[config.mk]
export PLATFORM = sky130hd
export DESIGN_NAME = async_sync_serial_channel
export DESIGN_NICKNAME = d
export VERILOG_FILES = /design/src/hdl/serial_channel_pkg.sv /design/src/hdl/pin_sync.sv /design/src/hdl/baud_gen.sv /design/src/hdl/async_sync_serial_channel.sv
export SDC_FILE = /design/constraint.sdc
export NUM_CORES = 1
export LEC_CHECK = 0
export ABC_AREA = 1
export BUFFER_PORTS_ARGS = -buffer_cell sky130_fd_sc_hd__buf_2
export CAP_MARGIN = 25
export CORE_UTILIZATION = 61
export DETAILED_ROUTE_END_ITERATION = 8
export MAX_ROUTING_LAYER = met4
export PLACE_DENSITY = 0.92
export SYNTH_ARGS = -nofsm -noshare
export SYNTH_HDL_FRONTEND = slang
export SYNTH_SLANG_ARGS = --single-unit
[constraint.sdc]
create_clock -name clk_sys -period 4.2 [get_ports clk_sys]
set_input_delay 0.84 -clock clk_sys [delete_from_list [all_inputs] [get_ports clk_sys]]
set_output_delay 0.84 -clock clk_sys [all_outputs]
set_load 0.005 [all_outputs]
[src/hdl/serial_channel_pkg.sv]
package serial_channel_pkg;
  // Register port geometry
  localparam int ADDR_W = 3;
  localparam int DATA_W = 16;
  localparam int RELOAD_W = 13;

  // Register indices
  localparam logic [2:0] REG_CTRL   = 3'h0;
  localparam logic [2:0] REG_BAUD   = 3'h1;
  localparam logic [2:0] REG_TXDATA = 3'h2;
  localparam logic [2:0] REG_RXDATA = 3'h3;
  localparam logic [2:0] REG_STATUS = 3'h4;

  // Control field positions
  localparam int CTL_W      = 10;
  localparam int CTL_MODE   = 0;
  localparam int CTL_STOP2  = 2;
  localparam int CTL_PAR_EN = 3;
  localparam int CTL_FRM_EN = 4;
  localparam int CTL_OVR_EN = 5;
  localparam int CTL_LOOP   = 6;
  localparam int CTL_PRESEL = 7;
  localparam int CTL_RX_EN  = 8;
  localparam int CTL_RUN    = 9;

  // Status field positions
  localparam int STS_BUSY  = 0;
  localparam int STS_FULL  = 1;
  localparam int STS_PAR   = 2;
  localparam int STS_FRM   = 3;
  localparam int STS_OVR   = 4;

  // Operating modes held in the mode field
  localparam logic [1:0] MODE_SYNC   = 2'h0;
  localparam logic [1:0] MODE_ASYNC8 = 2'h1;
  localparam logic [1:0] MODE_ASYNC9 = 2'h2;
  localparam logic [1:0] MODE_WAKE   = 2'h3;

  // Values after reset
  localparam logic [CTL_W-1:0]    CTRL_RST   = 10'h001;
  localparam logic [RELOAD_W-1:0] RELOAD_RST = 13'h0000;

  // Prescaler ratios for select 0 and 1, and oversampling counts
  localparam logic [1:0] PRE_DIV0  = 2'h2;
  localparam logic [1:0] PRE_DIV1  = 2'h3;
  localparam logic [3:0] OVS_LAST  = 4'hF;
  localparam logic [3:0] OVS_MID   = 4'h7;
  localparam logic [3:0] SYNC_HALF = 4'h7;

  typedef enum logic [1:0] {TX_IDLE, TX_ASYNC, TX_SYNC} tx_state_t;
  typedef enum logic [1:0] {RX_IDLE, RX_START, RX_BITS} rx_state_t;
endpackage : serial_channel_pkg

[src/hdl/pin_sync.sv]
`timescale 1ns/1ns
module pin_sync #(
  parameter logic RST_VAL = 1'b0
) (
  // Clock and reset
  input  wire logic clk_sys,
  input  wire logic rst_b,
  // Level in and out
  input  wire logic din,
  output logic      dout
);
  typedef struct packed {
    logic meta;
    logic stable;
  } sync_t;

  sync_t q;
  sync_t d;

  // First stage feeds only the second
  always_comb begin
    d.meta   = din;
    d.stable = q.meta;
  end

  always_ff @(posedge clk_sys or negedge rst_b) begin
    if (!rst_b) begin
      q <= {RST_VAL, RST_VAL};
    end else begin
      q <= d;
    end
  end

  assign dout = q.stable;
endmodule : pin_sync

[src/hdl/baud_gen.sv]
`timescale 1ns/1ns
module baud_gen #(
  parameter int RELOAD_W = serial_channel_pkg::RELOAD_W
) (
  // Clock and reset
  input  wire logic                clk_sys,
  input  wire logic                rst_b,
  // Setup
  input  wire logic                run,
  input  wire logic                baud_prescale_select,
  input  wire logic [RELOAD_W-1:0] reload,
  // Oversampling tick, sixteen per bit
  output logic                     tick
);
  typedef struct packed {
    logic [1:0]          pre;
    logic [RELOAD_W-1:0] cnt;
    logic                tick;
  } bg_t;

  bg_t q;
  bg_t d;
  logic [1:0] pre_last;

  // Divide by 2 or 3, then by reload plus one
  always_comb begin
    d = q;
    d.tick = 1'b0;
    pre_last = baud_prescale_select ? serial_channel_pkg::PRE_DIV1 - 2'h1
                                    : serial_channel_pkg::PRE_DIV0 - 2'h1;
    if (!run) begin
      d.pre = 2'h0;
      d.cnt = reload;
    end else if (q.pre >= pre_last) begin
      d.pre = 2'h0;
      if (q.cnt == '0) begin
        d.cnt  = reload;
        d.tick = 1'b1;
      end else begin
        d.cnt = q.cnt - 1'b1;
      end
    end else begin
      d.pre = q.pre + 2'h1;
    end
  end

  always_ff @(posedge clk_sys or negedge rst_b) begin
    if (!rst_b) begin
      q <= '0;
    end else begin
      q <= d;
    end
  end

  assign tick = q.tick;
endmodule : baud_gen

[src/hdl/async_sync_serial_channel.sv]
`timescale 1ns/1ns
// What this block does
// - Bit timing from reloadable clock divider
// - Reload zero gives clock over 32 or 48
// - Separate transmit, receive and error requests
// - Start, 8 or 9 data, 1-2 stops
// - Ninth wake bit marks address bytes
// - Synchronous bytes, block drives shift clock
// - Least significant bit shifted first
// - Loopback feeds transmit output to receiver
// - Each error check enabled separately
// - Parity generated on send, checked on receive
// - Low stop bit flags framing error
// - Unread buffer overwritten flags overrun
module async_sync_serial_channel #(
  parameter int RELOAD_W = serial_channel_pkg::RELOAD_W
) (
  // System
  input  wire logic                                  clk_sys,
  input  wire logic                                  rst_b,
  // Register port
  input  wire logic [serial_channel_pkg::ADDR_W-1:0] reg_addr,
  input  wire logic [serial_channel_pkg::DATA_W-1:0] reg_wdata,
  input  wire logic                                  reg_wr,
  input  wire logic                                  reg_rd,
  output logic      [serial_channel_pkg::DATA_W-1:0] reg_rdata,
  // Serial pins; in synchronous mode txd is the shift clock
  output logic                                       txd,
  input  wire logic                                  rxd_i,
  output logic                                       rxd_o,
  output logic                                       rxd_oe,
  // Requests
  output logic                                       tx_irq,
  output logic                                       rx_irq,
  output logic                                       err_irq
);
  typedef struct packed {
    logic [serial_channel_pkg::CTL_W-1:0]  ctrl;
    logic [RELOAD_W-1:0]                   reload;
    serial_channel_pkg::tx_state_t         tx_st;
    logic [11:0]                           tx_sh;
    logic [3:0]                            tx_cnt;
    logic [3:0]                            tx_tk;
    serial_channel_pkg::rx_state_t         rx_st;
    logic [9:0]                            rx_sh;
    logic [3:0]                            rx_cnt;
    logic [3:0]                            rx_tk;
    logic [8:0]                            rx_buf;
    logic                                  rx_full;
    logic                                  rx_prev;
    logic                                  err_par;
    logic                                  err_frm;
    logic                                  err_ovr;
    logic                                  txd;
    logic                                  dout;
    logic                                  doe;
    logic [serial_channel_pkg::DATA_W-1:0] rdata;
    logic                                  tx_irq;
    logic                                  rx_irq;
    logic                                  err_irq;
  } state_t;

  state_t q;
  state_t d;
  logic rst_sync_b;
  logic rxd_s;
  logic tick;
  logic [1:0] mode;
  logic is_sync;
  logic nine;
  logic rx_in;
  logic tx_go;
  logic rx_done;
  logic stop_bad;
  logic par_bad;
  logic [8:0] rx_word;
  logic [9:0] rx_ns;
  logic tx_par;
  logic tx_sh_busy;

  // Reset release and pin input both pass two flops
  pin_sync #(.RST_VAL(1'b0)) u_rst_sync (
    .clk_sys (clk_sys),
    .rst_b   (rst_b),
    .din     (1'b1),
    .dout    (rst_sync_b)
  );

  pin_sync #(.RST_VAL(1'b1)) u_rxd_sync (
    .clk_sys (clk_sys),
    .rst_b   (rst_sync_b),
    .din     (rxd_i),
    .dout    (rxd_s)
  );

  // Oversampling tick from the reload divider
  baud_gen #(.RELOAD_W(RELOAD_W)) u_baud (
    .clk_sys              (clk_sys),
    .rst_b                (rst_sync_b),
    .run                  (q.ctrl[serial_channel_pkg::CTL_RUN]),
    .baud_prescale_select (q.ctrl[serial_channel_pkg::CTL_PRESEL]),
    .reload               (q.reload),
    .tick                 (tick)
  );

  // Frame shape derived from the control word
  assign mode    = q.ctrl[serial_channel_pkg::CTL_MODE +: 2];
  assign is_sync = (mode == serial_channel_pkg::MODE_SYNC);
  assign nine    = (mode == serial_channel_pkg::MODE_ASYNC9) ||
                   (mode == serial_channel_pkg::MODE_WAKE) ||
                   ((mode == serial_channel_pkg::MODE_ASYNC8) &&
                    q.ctrl[serial_channel_pkg::CTL_PAR_EN]);
  // Loopback keeps the pin out of the path so tests need no cable
  assign rx_in   = q.ctrl[serial_channel_pkg::CTL_LOOP] ? (is_sync ? q.dout : q.txd)
                                                        : rxd_s;
  assign tx_go   = reg_wr && (reg_addr == serial_channel_pkg::REG_TXDATA) &&
                   q.ctrl[serial_channel_pkg::CTL_RUN] &&
                   (q.tx_st == serial_channel_pkg::TX_IDLE);
  assign tx_par  = ^reg_wdata[7:0];

  // Next state of the whole channel
  always_comb begin
    d = q;
    d.tx_irq = 1'b0;
    d.rx_irq = 1'b0;
    d.rdata = '0;
    rx_done = 1'b0;
    stop_bad = 1'b0;
    par_bad = 1'b0;
    rx_word = '0;
    rx_ns = {rx_in, q.rx_sh[9:1]};
    // Edge memory idles high, so reset or a low stop bit gives no false start
    d.rx_prev = rx_in;

    // Register writes; error flags clear by writing one
    if (reg_wr) begin
      unique case (reg_addr)
        serial_channel_pkg::REG_CTRL: d.ctrl = reg_wdata[serial_channel_pkg::CTL_W-1:0];
        serial_channel_pkg::REG_BAUD: d.reload = reg_wdata[RELOAD_W-1:0];
        serial_channel_pkg::REG_STATUS: begin
          d.err_par = q.err_par & ~reg_wdata[serial_channel_pkg::STS_PAR];
          d.err_frm = q.err_frm & ~reg_wdata[serial_channel_pkg::STS_FRM];
          d.err_ovr = q.err_ovr & ~reg_wdata[serial_channel_pkg::STS_OVR];
        end
        default: ;
      endcase
    end

    // Register reads, answered one cycle later
    if (reg_rd) begin
      unique case (reg_addr)
        serial_channel_pkg::REG_CTRL:   d.rdata = 16'(q.ctrl);
        serial_channel_pkg::REG_BAUD:   d.rdata = 16'(q.reload);
        serial_channel_pkg::REG_RXDATA: begin
          d.rdata = 16'(q.rx_buf);
          d.rx_full = 1'b0;
        end
        serial_channel_pkg::REG_STATUS: begin
          d.rdata = 16'({q.err_ovr, q.err_frm, q.err_par, q.rx_full,
                         q.tx_st != serial_channel_pkg::TX_IDLE});
        end
        default: d.rdata = '0;
      endcase
    end

    // Transmit start; a write while busy or stopped is dropped
    if (tx_go) begin
      d.tx_tk = 4'h0;
      if (is_sync) begin
        d.tx_st = serial_channel_pkg::TX_SYNC;
        d.tx_sh = {4'hF, reg_wdata[7:0]};
        d.tx_cnt = 4'h7;
        d.dout = reg_wdata[0];
        d.doe = ~q.ctrl[serial_channel_pkg::CTL_RX_EN];
      end else begin
        d.tx_st = serial_channel_pkg::TX_ASYNC;
        if (nine) begin
          d.tx_sh = {2'h3, (mode == serial_channel_pkg::MODE_ASYNC8) ? tx_par
                                                                     : reg_wdata[8],
                     reg_wdata[7:0], 1'b0};
        end else begin
          d.tx_sh = {3'h7, reg_wdata[7:0], 1'b0};
        end
        d.tx_cnt = (nine ? 4'h9 : 4'h8) +
                   (q.ctrl[serial_channel_pkg::CTL_STOP2] ? 4'h2 : 4'h1);
        d.txd = 1'b0;
      end
    end

    // Transmit engines
    unique case (q.tx_st)
      serial_channel_pkg::TX_IDLE: ;
      serial_channel_pkg::TX_ASYNC: begin
        if (tick) begin
          d.tx_tk = q.tx_tk + 4'h1;
          if (q.tx_tk == serial_channel_pkg::OVS_LAST) begin
            if (q.tx_cnt == 4'h0) begin
              d.tx_st = serial_channel_pkg::TX_IDLE;
              d.txd = 1'b1;
              d.tx_irq = 1'b1;
            end else begin
              d.tx_cnt = q.tx_cnt - 4'h1;
              d.tx_sh = {1'b1, q.tx_sh[11:1]};
              d.txd = q.tx_sh[1];
            end
          end
        end
      end
      serial_channel_pkg::TX_SYNC: begin
        // Clock idles high; data moves after each rising edge
        if (tick) begin
          d.tx_tk = q.tx_tk + 4'h1;
          if (q.tx_tk == serial_channel_pkg::SYNC_HALF) begin
            d.tx_tk = 4'h0;
            d.txd = ~q.txd;
            if (!q.txd) begin
              d.rx_sh = rx_ns;
              if (q.tx_cnt == 4'h0) begin
                d.tx_st = serial_channel_pkg::TX_IDLE;
                d.doe = 1'b0;
                d.tx_irq = 1'b1;
                rx_done = q.ctrl[serial_channel_pkg::CTL_RX_EN];
                rx_word = {1'b0, rx_ns[9:2]};
              end else begin
                d.tx_cnt = q.tx_cnt - 4'h1;
                d.tx_sh = {1'b1, q.tx_sh[11:1]};
                d.dout = q.tx_sh[1];
              end
            end
          end
        end
      end
      default: d.tx_st = serial_channel_pkg::TX_IDLE;
    endcase

    // Asynchronous receiver, 16 ticks per bit
    unique case (q.rx_st)
      serial_channel_pkg::RX_IDLE: begin
        if (!is_sync && q.ctrl[serial_channel_pkg::CTL_RX_EN] &&
            q.ctrl[serial_channel_pkg::CTL_RUN] && q.rx_prev && !rx_in) begin
          d.rx_st = serial_channel_pkg::RX_START;
          d.rx_tk = 4'h0;
        end
      end
      serial_channel_pkg::RX_START: begin
        // A glitch shorter than half a bit is dropped
        if (tick) begin
          d.rx_tk = q.rx_tk + 4'h1;
          if (q.rx_tk == serial_channel_pkg::OVS_MID) begin
            d.rx_tk = 4'h0;
            d.rx_cnt = 4'h0;
            d.rx_st = rx_in ? serial_channel_pkg::RX_IDLE
                            : serial_channel_pkg::RX_BITS;
          end
        end
      end
      serial_channel_pkg::RX_BITS: begin
        if (tick) begin
          d.rx_tk = q.rx_tk + 4'h1;
          if (q.rx_tk == serial_channel_pkg::OVS_LAST) begin
            d.rx_sh = rx_ns;
            d.rx_cnt = q.rx_cnt + 4'h1;
            // Only the first stop bit is checked; a second one just idles
            if (q.rx_cnt == (nine ? 4'h9 : 4'h8)) begin
              d.rx_st = serial_channel_pkg::RX_IDLE;
              rx_done = 1'b1;
              rx_word = nine ? rx_ns[8:0] : {1'b0, rx_ns[8:1]};
              stop_bad = ~rx_ns[9];
              par_bad = (mode == serial_channel_pkg::MODE_ASYNC8) && (^rx_ns[8:0]);
            end
          end
        end
      end
      default: d.rx_st = serial_channel_pkg::RX_IDLE;
    endcase

    // Completion; hardware sets win over a clear in the same cycle
    if (rx_done) begin
      if (q.rx_full && !d.rx_full ? 1'b0 : q.rx_full) begin
        d.err_ovr = d.err_ovr | q.ctrl[serial_channel_pkg::CTL_OVR_EN];
      end
      d.rx_buf = rx_word;
      d.rx_full = 1'b1;
      d.rx_irq = 1'b1;
      d.err_frm = d.err_frm | (stop_bad & q.ctrl[serial_channel_pkg::CTL_FRM_EN]);
      d.err_par = d.err_par | (par_bad & q.ctrl[serial_channel_pkg::CTL_PAR_EN]);
    end
    d.err_irq = d.err_par | d.err_frm | d.err_ovr;
  end

  always_ff @(posedge clk_sys or negedge rst_sync_b) begin
    if (!rst_sync_b) begin
      q <= '0;
      q.ctrl <= serial_channel_pkg::CTRL_RST;
      q.reload <= serial_channel_pkg::RELOAD_RST;
      q.txd <= 1'b1;
      q.dout <= 1'b1;
      q.rx_prev <= 1'b1;
    end else begin
      q <= d;
    end
  end

  // Every output straight from a flop
  assign reg_rdata = q.rdata;
  assign txd       = q.txd;
  assign rxd_o     = q.dout;
  assign rxd_oe    = q.doe;
  assign tx_irq    = q.tx_irq;
  assign rx_irq    = q.rx_irq;
  assign err_irq   = q.err_irq;

  // Async frame in flight, for the start bit check
  assign tx_sh_busy = (q.tx_st == serial_channel_pkg::TX_ASYNC);
endmodule : async_sync_serial_channel

Yosys cells after proc, flatten, opt, wreduce, memory -nomap -nowiden
Cells that the tools add are included.
{"block": "classes", "addsub": 7, "order_cmp": 1, "n_eq_ne": 23, "muxes": 100, "n_bitwise": 16, "n_reduce_logical": 31}
{"cell": "two-way mux 22 bit", "count": 4}
{"cell": "two-way mux 10 bit", "count": 6}
{"cell": "two-way mux 8 bit", "count": 7}
{"cell": "two-way mux 18 bit", "count": 3}
{"cell": "case mux 13 bit (4 select lines)", "count": 1}
{"cell": "two-way mux 9 bit", "count": 5}
{"cell": "two-way mux 1 bit", "count": 41}
{"cell": "case mux 20 bit (2 select lines)", "count": 1}
{"cell": "two-way mux 16 bit", "count": 2}
{"cell": "two-way mux 13 bit", "count": 2}
{"cell": "two-way mux 2 bit", "count": 12}
{"cell": "two-way mux 20 bit", "count": 1}
{"cell": "two-way mux 3 bit", "count": 6}
{"cell": "two-way mux 15 bit", "count": 1}
{"cell": "two-way mux 14 bit", "count": 1}
{"cell": "logical NOT 13 bit", "count": 1}
{"cell": "subtractor 13 x 1 -> 13 bit (second input constant)", "count": 1}
{"cell": "adder 4 x 1 -> 4 bit (second input constant)", "count": 3}
{"cell": "case mux 2 bit (3 select lines)", "count": 2}
{"cell": "case mux 4 bit (3 select lines)", "count": 1}
{"cell": "logical AND 1 bit", "count": 10}
{"cell": "parity 9 bit", "count": 1}
{"cell": "equality test 2 bit (second input constant)", "count": 4}
{"cell": "equality test 4 x 3 -> 1 bit (second input constant)", "count": 2}
{"cell": "other kinds (30)", "count": 60}
{"block": "word_totals", "ff_bits": 121, "inputBits": 24, "output_inout_bits": 22, "elab_cells": 208}

Longest topological paths before layout
Gate-level depths: netlist (run 1).
{"block": "logic_depth", "depth_word": 14, "ltp_mapped": 13, "depth_no_buf": 13}

Modules after synthesis
Synthesis (run 1) repeated with hierarchy kept, for this count alone.
{"block": "unflattened", "cells_unflattened": 919, "hier_area_um2": 6735.2}
{"module": "async_sync_serial_channel", "n_inst": 1, "cells_per_inst": 738, "area_per_inst_um2": 5449.0, "seq_area_each_um2": 2407.3}
{"module": "baud_gen", "n_inst": 1, "cells_per_inst": 177, "area_per_inst_um2": 1183.6, "seq_area_each_um2": 400.4}
{"module": "pin_sync at u_rxd_sync", "n_inst": 1, "cells_per_inst": 2, "area_per_inst_um2": 52.6, "seq_area_each_um2": 52.6}
{"module": "pin_sync at u_rst_sync", "n_inst": 1, "cells_per_inst": 2, "area_per_inst_um2": 50.0, "seq_area_each_um2": 50.0}

Worst setup path before layout (run 1)
No wires, ideal clock.
{"block": "synth_timing", "path_type": "input-to-reg", "from": "input reg_addr[2] (netlist name)", "to": "register q, in the netlist rxd_o", "setup_ps": 87, "arrival_time_ps": 1843, "required_ps": 4113, "slack_ps": 2270, "path_stages": 10, "n_path_buf": 2, "cell_sequence": "buf_2 -> inv_2 -> nand3b_1 -> nor2_4 -> inv_2 -> nor2_1 -> buf_4 -> nand2_1 -> a22oi_1 -> a21oi_1"}
{"item": "start: declaration", "line_no": "async_sync_serial_channel.sv:22", "source": "input wire logic [serial_channel_pkg::ADDR_W-1:0] reg_addr,"}
{"item": "end: declaration", "line_no": "async_sync_serial_channel.sv:63", "source": "state_t q;"}

==> impl.org, run 1 <==
** Run status
- Result of the run :: finished, final reports clean

** Drt
- For this block, the initial DRC count from the detailed router was 565.
- In the final routed layout, each cell accounts on average for 15.5 um.
- The pre-antenna-repair detailed-routing pass consisted of 5 iterations.
- Total vias in the final route :: 5705
- Via density per instance :: 5.71
- DRC violations left :: 0
- Number of nets with antenna violations after routing :: 0
- The routed design has 15500 um of wire.

** Pwr
- In this run the power density over the cells is 550 mW/mm2.
- Of the total power, registers draw 0.380.
- Internal power component :: 2620 uW
- Switching power as a share of total power :: 0.339
- Proportion of power drawn by combinational gates :: 0.244
- LEAKAGE :: 0.00362 uW
- Share of total power in the clock network :: 0.376
- Total net switching power :: 1340 uW
- Across the VDD grid, the largest voltage drop is 0.427 mV.

** STA
- Number of endpoints with negative hold slack in the final report :: 0
- For the pin with the worst max-slew slack, the measured transition is 0.768 ns.
- Setup slack after layout :: 1.45 ns
- The final max-slew violation count is 0.
- Final Critical Period :: 2.75 ns
- Derived from the worst setup path, the maximum achievable clock frequency is 364 MHz.
- Total negative slack :: 0 ns
- Setup violations remaining at the end of the flow were counted as 0.
- Dividing the final minimum period by the clock period gives 0.654.
- Clock skew on the completed layout was measured at 0.00825 ns.
- Unrepaired setup endpoints after global routing :: no
- Measured against its own limit, the worst slew margin works out to 0.486.
- The tightest hold path in the finished design has a slack of 0.0759 ns.

** GRT
- Aggregate global-route resource usage :: 0.310
- The number of antenna violations at the first check in global routing is 0.
- Vias in the first global route :: 5554
- Entering global routing, the biggest net connects 82 pins.
- The first global-routing pass estimated 25500 um of wire.
- Overflow left after global routing :: 0

** Clock tree
- TritonCTS built the clock tree.
- The tree is rooted in a sky130_fd_sc_hd__clkbuf_8.
- The number of gates resized after CTS was 0.
- In this run the number of H-tree levels came out at 4.
- After clock tree synthesis, the clock-pin slew on the worst setup and hold paths is 0.06 ns.
- Hold bufs inserted after CTS :: 0
- No sink is reached through more buffers than the 2 on the longest clock path.
- Inserted Clock Buffers :: 17
- CTS saw 116 sinks.
- The number of setup buffers added after CTS is 0.
- The clock reaches the later pin of the worst-skew pair after 0.54 ns.

** Die
- DIE AREA :: 0.0109 mm2
- Die outline width :: 104 um
- Rows :: 37
- Initial core utilization :: 0.626
- Height of the chip :: 104 um
- Pin placement for this block handled 46 I/O pins.
- Core region area :: 0.0102 mm2

** Synth
- Synthesis inferred 116 register bits.
- For this run, the register share of the synthesized area comes to 0.454.
- Cell type contributing the most total cell area after synthesis :: sky130_fd_sc_hd__dfrtp_1
- Yosys mapped a number of flops with a built-in enable equal to 0.
- Primary FF master, synth :: sky130_fd_sc_hd__dfrtp_1
- In this run, distinct cell masters in the synthesized netlist total 45.
- Of the post-synthesis cell area, the dominant cell type holds 0.430.
- After technology mapping, the gate count stands at 821.
- The mapped netlist covers 0.00640 mm2.
- For this run, asynchronously set or reset flops after synthesis account for 1.00.
- Largest cells by area after synthesis :: sky130_fd_sc_hd__dfrtp_1, sky130_fd_sc_hd__nand2_1, sky130_fd_sc_hd__inv_1
- For this run, the number of Yosys warnings is 0.
- Averaged over all synthesized cells, the footprint is 7.80 um2.

** Finish
- Diode insertion count for antenna repair :: 0
- Of the cells placed in the final design, the portion with a size suffix greater than 1 is 0.134.
- Leading cell type in the layout, fill and taps excluded :: sky130_fd_sc_hd__nand2_1
- Layout net count :: 892
- P&R area growth vs syn :: 12.6%
- Most frequent cells in the layout :: sky130_fd_sc_hd__nand2_1, sky130_fd_sc_hd__dfrtp_1, sky130_fd_sc_hd__inv_1

** Critical path
- In this run the critical register-to-register path is captured at q[69].
- In this run the worst path has a maximum fanout of 15.
- At the worst endpoint, the required time is 4.60 ns.
- The worst setup path is captured at a flop.
- Register-to-register setup slack :: 1.45 ns
- The worst setup path is of the reg2reg kind.
- Arrival time at the worst endpoint :: 3.15 ns
- In this run the critical register-to-register path is launched from q[76].
- The worst setup path is launched from a flop.
- The number of cells on the worst reg-to-reg path is 9.

** Flow run
- Max-cap violations in this run came to 0.

** Placement
- Routability-driven placement finished with a final weighted congestion of 0.950.
- Worst-case setup slack after placement :: 1.39 ns
- In this run the tool buffered the top-level ports with 39 buffer cells.
- Post-detailed-placement half-perimeter wirelength :: 10400 um

** Hold path
- Path category of the worst min-delay check :: in2async
==> through the flow <==
| step | power, uW | cells | utilization | area (um2) |
|---|---|---|---|---|
| final | 3970 | 999 | 0.705 | 7210 |
| after global routing | 4180 | 999 | 0.705 | 7210 |
| after CTS | 3950 | 998 | 0.702 | 7190 |
| after detailed placement | 2440 | 966 | 0.643 | 6570 |
| after global placement | 2390 | 966 | 0.643 | 6570 |
| after floorplan | 2200 | 823 | - | 6410 |
==> worst max-delay path by stage <==
stage,to,depth (start not counted),from
after floorplan,err_irq,0,u_rst_sync.dout
after global placement,q[89],6,reg_addr[2]
after detailed placement,q[89],6,reg_addr[2]
after CTS,q[69],9,q[76]
after global routing,q[69],9,q[76]
final,q[69],9,q[76]
==> state kept, by name, indices dropped and copies added, names as in the netlist, 2 cells and up <==
name,cells
q,75
u_baud.q,15
reg_rdata,13
mode,2
==> critical path, stage by stage, from the launching register on <==
cell	delay, ns
sky130_fd_sc_hd__dfrtp_1	0.42
sky130_fd_sc_hd__inv_1	0.11
sky130_fd_sc_hd__ha_1	0.26
sky130_fd_sc_hd__nand3_1	0.15
sky130_fd_sc_hd__nor2_4	0.40
sky130_fd_sc_hd__inv_2	0.21
sky130_fd_sc_hd__nor2_1	0.59
sky130_fd_sc_hd__nand2_1	0.17
sky130_fd_sc_hd__o211ai_1	0.17
sky130_fd_sc_hd__o22ai_1	0.12
==> area by class of cell <==
cell class,count,area (um2)
inverters,103,389
flip-flops and latches,116,2910
clock buffers,18,428
multi-input cells,571,2900
clock inverters,14,184
well taps,136,170
repair buffers,41,230
fillers,785,3020
==> synthesized netlist by cell type, types with 3 or more instances <==
library cell               instances
sky130_fd_sc_hd__o21ai_0          64
sky130_fd_sc_hd__nand3_1          58
sky130_fd_sc_hd__o22ai_1           8
sky130_fd_sc_hd__dfstp_2           6
sky130_fd_sc_hd__nand2_4           3
sky130_fd_sc_hd__o31ai_1           4
sky130_fd_sc_hd__nor2_4            3
sky130_fd_sc_hd__a22oi_1           3
sky130_fd_sc_hd__nor2_1           72
sky130_fd_sc_hd__nand2_1         221
sky130_fd_sc_hd__inv_2             8
sky130_fd_sc_hd__buf_4            19
sky130_fd_sc_hd__xnor2_1          11
sky130_fd_sc_hd__a211oi_1          3
sky130_fd_sc_hd__nand2_2           8
sky130_fd_sc_hd__dfrtp_1         110
sky130_fd_sc_hd__o211ai_1          9
sky130_fd_sc_hd__clkbuf_1          6
sky130_fd_sc_hd__a21oi_1          22
sky130_fd_sc_hd__nand4_1           4
sky130_fd_sc_hd__or2_2             3
sky130_fd_sc_hd__ha_1             18
sky130_fd_sc_hd__o21ai_1          10
sky130_fd_sc_hd__a41oi_1           4
sky130_fd_sc_hd__nor3_1           13
sky130_fd_sc_hd__buf_2             7
sky130_fd_sc_hd__xor2_1            8
sky130_fd_sc_hd__inv_1            92
==> power by group through the flow <==
stage	registers, uW	clock network, uW	logic, uW
finish	1510	1490	967
global route	1530	1560	1100
CTS	1510	1500	938
detailed placement	1520	0	913
global placement	1510	0	877
floorplan	1470	0	729
==> layer usage <==
metal	vias up	track usage	part of all wire
met5	-	-	0
met4	0	0.134	0.029
met3	49	0.0764	0.078
met2	280	0.495	0.48
met1	2682	0.373	0.41
li1	2694	-	-
==> cell families (layout without fill, tap and decap cells) <==
group	Yosys count	in the layout	synth area share
and+or+nand+nor	397	397	0.270
buffers and inverters	136	176	0.0944
AOI/OAI and AO/OA	132	132	0.117
DFF	116	116	0.454
xor gates and xnor gates	19	19	0.0260
adders and majority gates	18	18	0.0352
other	2	4	0.00117
muxes	1	1	0.00176
(Power assumes the default switching activity.)
==> run 2, diff against run 1 <==
clock period = 2.66 ns   (was 4.2 ns; I/O delays follow)
==> run 2 against run 1 <==
Largest power group unchanged. Worst hold slack better by 0.025 ns. Maximum frequency is 30% higher. Critical endpoint is now q[62]. Sequential power is 58% higher. Flip-flop and latch count stayed put. Final cell count is 1.1% higher. Cell area is 0.26% higher. Setup slack worse by 0.90 ns. Die area stayed put. Clock skew is 0.0021 ns higher. Combinational power is 59% higher. Register-to-register slack worse by 0.90 ns.
==> impl.org, run 2 (synthesis gave the netlist of run 1 again) <==
** Pwr
- The worst-case IR drop observed on VDD is 0.611 mV.
- Internal power component :: 4050 uW
- Share of power burned in registers :: 0.390
- Dividing total power by cell area gives a power density of 845 mW/mm2.
- Of the total power, the share spent switching nets is 0.337.
- Share of total power in the clock network :: 0.358
- Proportion of power drawn by combinational gates :: 0.252
- For this design the static power due to leakage is 0.00364 uW.
- Power comes to 6110 uW.
- Total net switching power :: 2060 uW

** GRT
- Largest net degree at the start of global routing :: 45
- Overflow left after global routing :: 0
- In the global route stage, overall resource usage came out at 0.309.
- The first global-routing pass estimated 25500 um of wire.
- Vias in the first global route :: 5387
- Number of antenna violations at the first check in global routing :: 0

** Flow run
- Maximum Capacitance Violations :: 0

** Critical path
- The worst setup path is of the reg2reg kind.
- At the worst endpoint, the arrival time is 2.54 ns.
- Depth of the most critical reg-to-reg path :: 12
- The endpoint identified for the worst register-to-register timing path is q[62].
- Maximum fanout encountered on the critical timing path :: 14
- Worst r2r src :: q[77]
- Register-to-register setup slack :: 0.55 ns
- The worst setup path is captured at a flop.
- At the worst endpoint, the required time is 3.09 ns.
- Startpoint type of the worst setup path :: flop

** Finish
- Counting flops per register, the top entry is q.
- Sequential cell area :: 0.00291 mm2
- The repair_antennas step left the layout with diodes totalling 0.
- For this run, the post-layout net count is 903.
- Most frequent cells in the layout :: sky130_fd_sc_hd__nand2_1, sky130_fd_sc_hd__dfrtp_1, sky130_fd_sc_hd__inv_1
- P&R area growth vs syn :: 12.9%
- The register with the most flip-flops in the layout has 75 of them.
- In the final layout, the multi-input gates occupy 0.00290 mm2.
- Leading cell type in the layout, fill and taps excluded :: sky130_fd_sc_hd__nand2_1
- In the final layout, the share of cells above drive strength 1 is 0.136.
- Fill cell count :: 770
- Final design area excluding fillers :: 0.00723 mm2

** STA
- Peak Freq :: 474 MHz
- The final-report hold violation count came to 0.
- Total negative slack :: 0 ns
- After layout, the minimum clock period comes to 2.11 ns.
- Final cycle utilization of the critical path :: 0.794
- Across the routed clock network, the largest skew measured is 0.0104 ns.
- Setup violations remaining at the end of the flow were counted as 0.
- Setup repair after global routing left no endpoint under its margin.
- Count of pins over their slew limit :: 0
- Max-slew headroom at the worst pin :: 0.575
- For the pin with the worst max-slew slack, the measured transition is 0.632 ns.

** Placement
- At the end of routability-driven placement, the weighted congestion stood at 0.951.
- Port buffer count :: 39
- Post-place instance area :: 0.00666 mm2
- Post-detailed-placement half-perimeter wirelength :: 10700 um

** Drt
- Summing over every cut layer, the via total after detailed routing is 5704.
- For this run, design rule violations remaining after detail routing come to 0.
- Detailed router's first-iteration violation count :: 394
- Number of nets with antenna violations after routing :: 0
- For this block, the routed nets add up to 15300 um of wire.
- The first detailed-routing pass ran for 5 iterations.
- Via density per instance :: 5.65
- Detail-routed net length per standard cell :: 15.2 um

** Clock tree
- The H-tree was split into 4 levels.
- TritonCTS built the clock tree.
- Post-CTS sizing :: 0
- For the worst-skew pair, the clock arrives at the later sink with an insertion delay of 0.53 ns.
- Clock root buffer :: sky130_fd_sc_hd__clkbuf_8
- Total number of clock tree sinks :: 116
- Clk slew on worst S/H paths :: 0.06 ns
- Maximum root-to-sink buffer count :: 2
- Inserted Clock Buffers :: 17

** Hold path
- The worst hold path begins at rxd_i.
- Endpoint of the worst hold path :: u_rxd_sync.d[0]
- Path category of the worst min-delay check :: in2reg
- Number of stages on the worst hold path :: 1

** Die
- Core region area :: 0.0102 mm2
- Measured along the y axis, the die boundary spans 104 um.
- The die is 104 um wide.
- DIE AREA :: 0.0109 mm2
- Rows :: 37
- For this design the top-level I/O count stands at 46.
- The initial utilization of the core area, before any placement, comes to 0.626.

** Run status
- Result of the run :: finished, final reports clean
==> run 2: cell count changes in the layout (fill, tap and decap cells not counted), moves of 2 or more <==
cell | previous run | this run
sky130_fd_sc_hd__clkinv_2 | 6 | 2
sky130_fd_sc_hd__bufinv_16 | 4 | 2
sky130_fd_sc_hd__buf_4 | 1 | 12
sky130_fd_sc_hd__clkbuf_8 | 2 | 5
sky130_fd_sc_hd__clkinv_4 | 2 | 0
sky130_fd_sc_hd__clkbuf_1 | 0 | 7
==> run 2: metal layers <==
layer  GRT usage  vias up  routed length (um)  share of wire
li1            -     2711                   -              -
met1       0.382     2690                6430           0.42
met2       0.489      248                7300           0.48
met3      0.0645       55                1080          0.071
met4       0.140        0                 520          0.034
met5           -        -                   0              0
==> run 2: layout make-up <==
type | count | area share
inverters | 103 | 0.0538
multi-input cells | 571 | 0.401
repair buffers | 52 | 0.0408
well taps | 136 | 0.0235
clock buffers | 28 | 0.0685
flip-flops and latches | 116 | 0.403
clock inverters | 4 | 0.00969
==> run 2: power groups by stage <==
stage	combinational, uW	sequential [uW]	clock, uW
after floorplan	1150	2320	0
after global placement	1420	2380	0
after detailed placement	1490	2390	0
after CTS	1520	2370	2200
after global routing	1750	2410	2280
final	1540	2380	2190
==> run 2: worst max-delay path, stage by stage (launching register included) <==
cell and delay (ns):
sky130_fd_sc_hd__dfrtp_1 0.41, sky130_fd_sc_hd__inv_1 0.10, sky130_fd_sc_hd__ha_1 0.28, sky130_fd_sc_hd__nand3_1 0.15, sky130_fd_sc_hd__nor2_4 0.16, sky130_fd_sc_hd__buf_4 0.22, sky130_fd_sc_hd__nand2_2 0.19, sky130_fd_sc_hd__inv_2 0.15
sky130_fd_sc_hd__nand2_1 0.08, sky130_fd_sc_hd__o211ai_1 0.09, sky130_fd_sc_hd__nand2_1 0.07, sky130_fd_sc_hd__nand2_1 0.06, sky130_fd_sc_hd__nand2_1 0.05
==> run 2: what timing repair did <==
action,in CTS,in global routing
buffers inserted,0,0
endpoints found under the hold margin,2,0
endpoints found under the setup margin,0,0
hold buffers,1,0
==> run 2: worst max path at each step <==
stage / startpoint / end / slack, ns
after floorplan: u_rst_sync.dout / err_irq / 0.73
after global placement: reg_addr[2] / q[62] / 0.67
after detailed placement: q[76] / q[62] / 0.61
after CTS: u_baud.q[1] / u_baud.q[9] / 0.59
after global routing: q[98] / u_baud.q[9] / 0.41
final: q[77] / q[62] / 0.55
==> run 2: metrics by stage <==
step	hold WS [ns]	instances	worst slack, ns	utilization
4_1_cts	0.0860	1010	0.590	0.707
6_report	0.101	1010	0.549	0.707
5_1_grt	0.0908	1010	0.410	0.707
2_1_floorplan	0.236	823	0.728	-
3_3_place_gp	0.318	977	0.672	0.651
3_5_place_dp	0.320	977	0.610	0.651
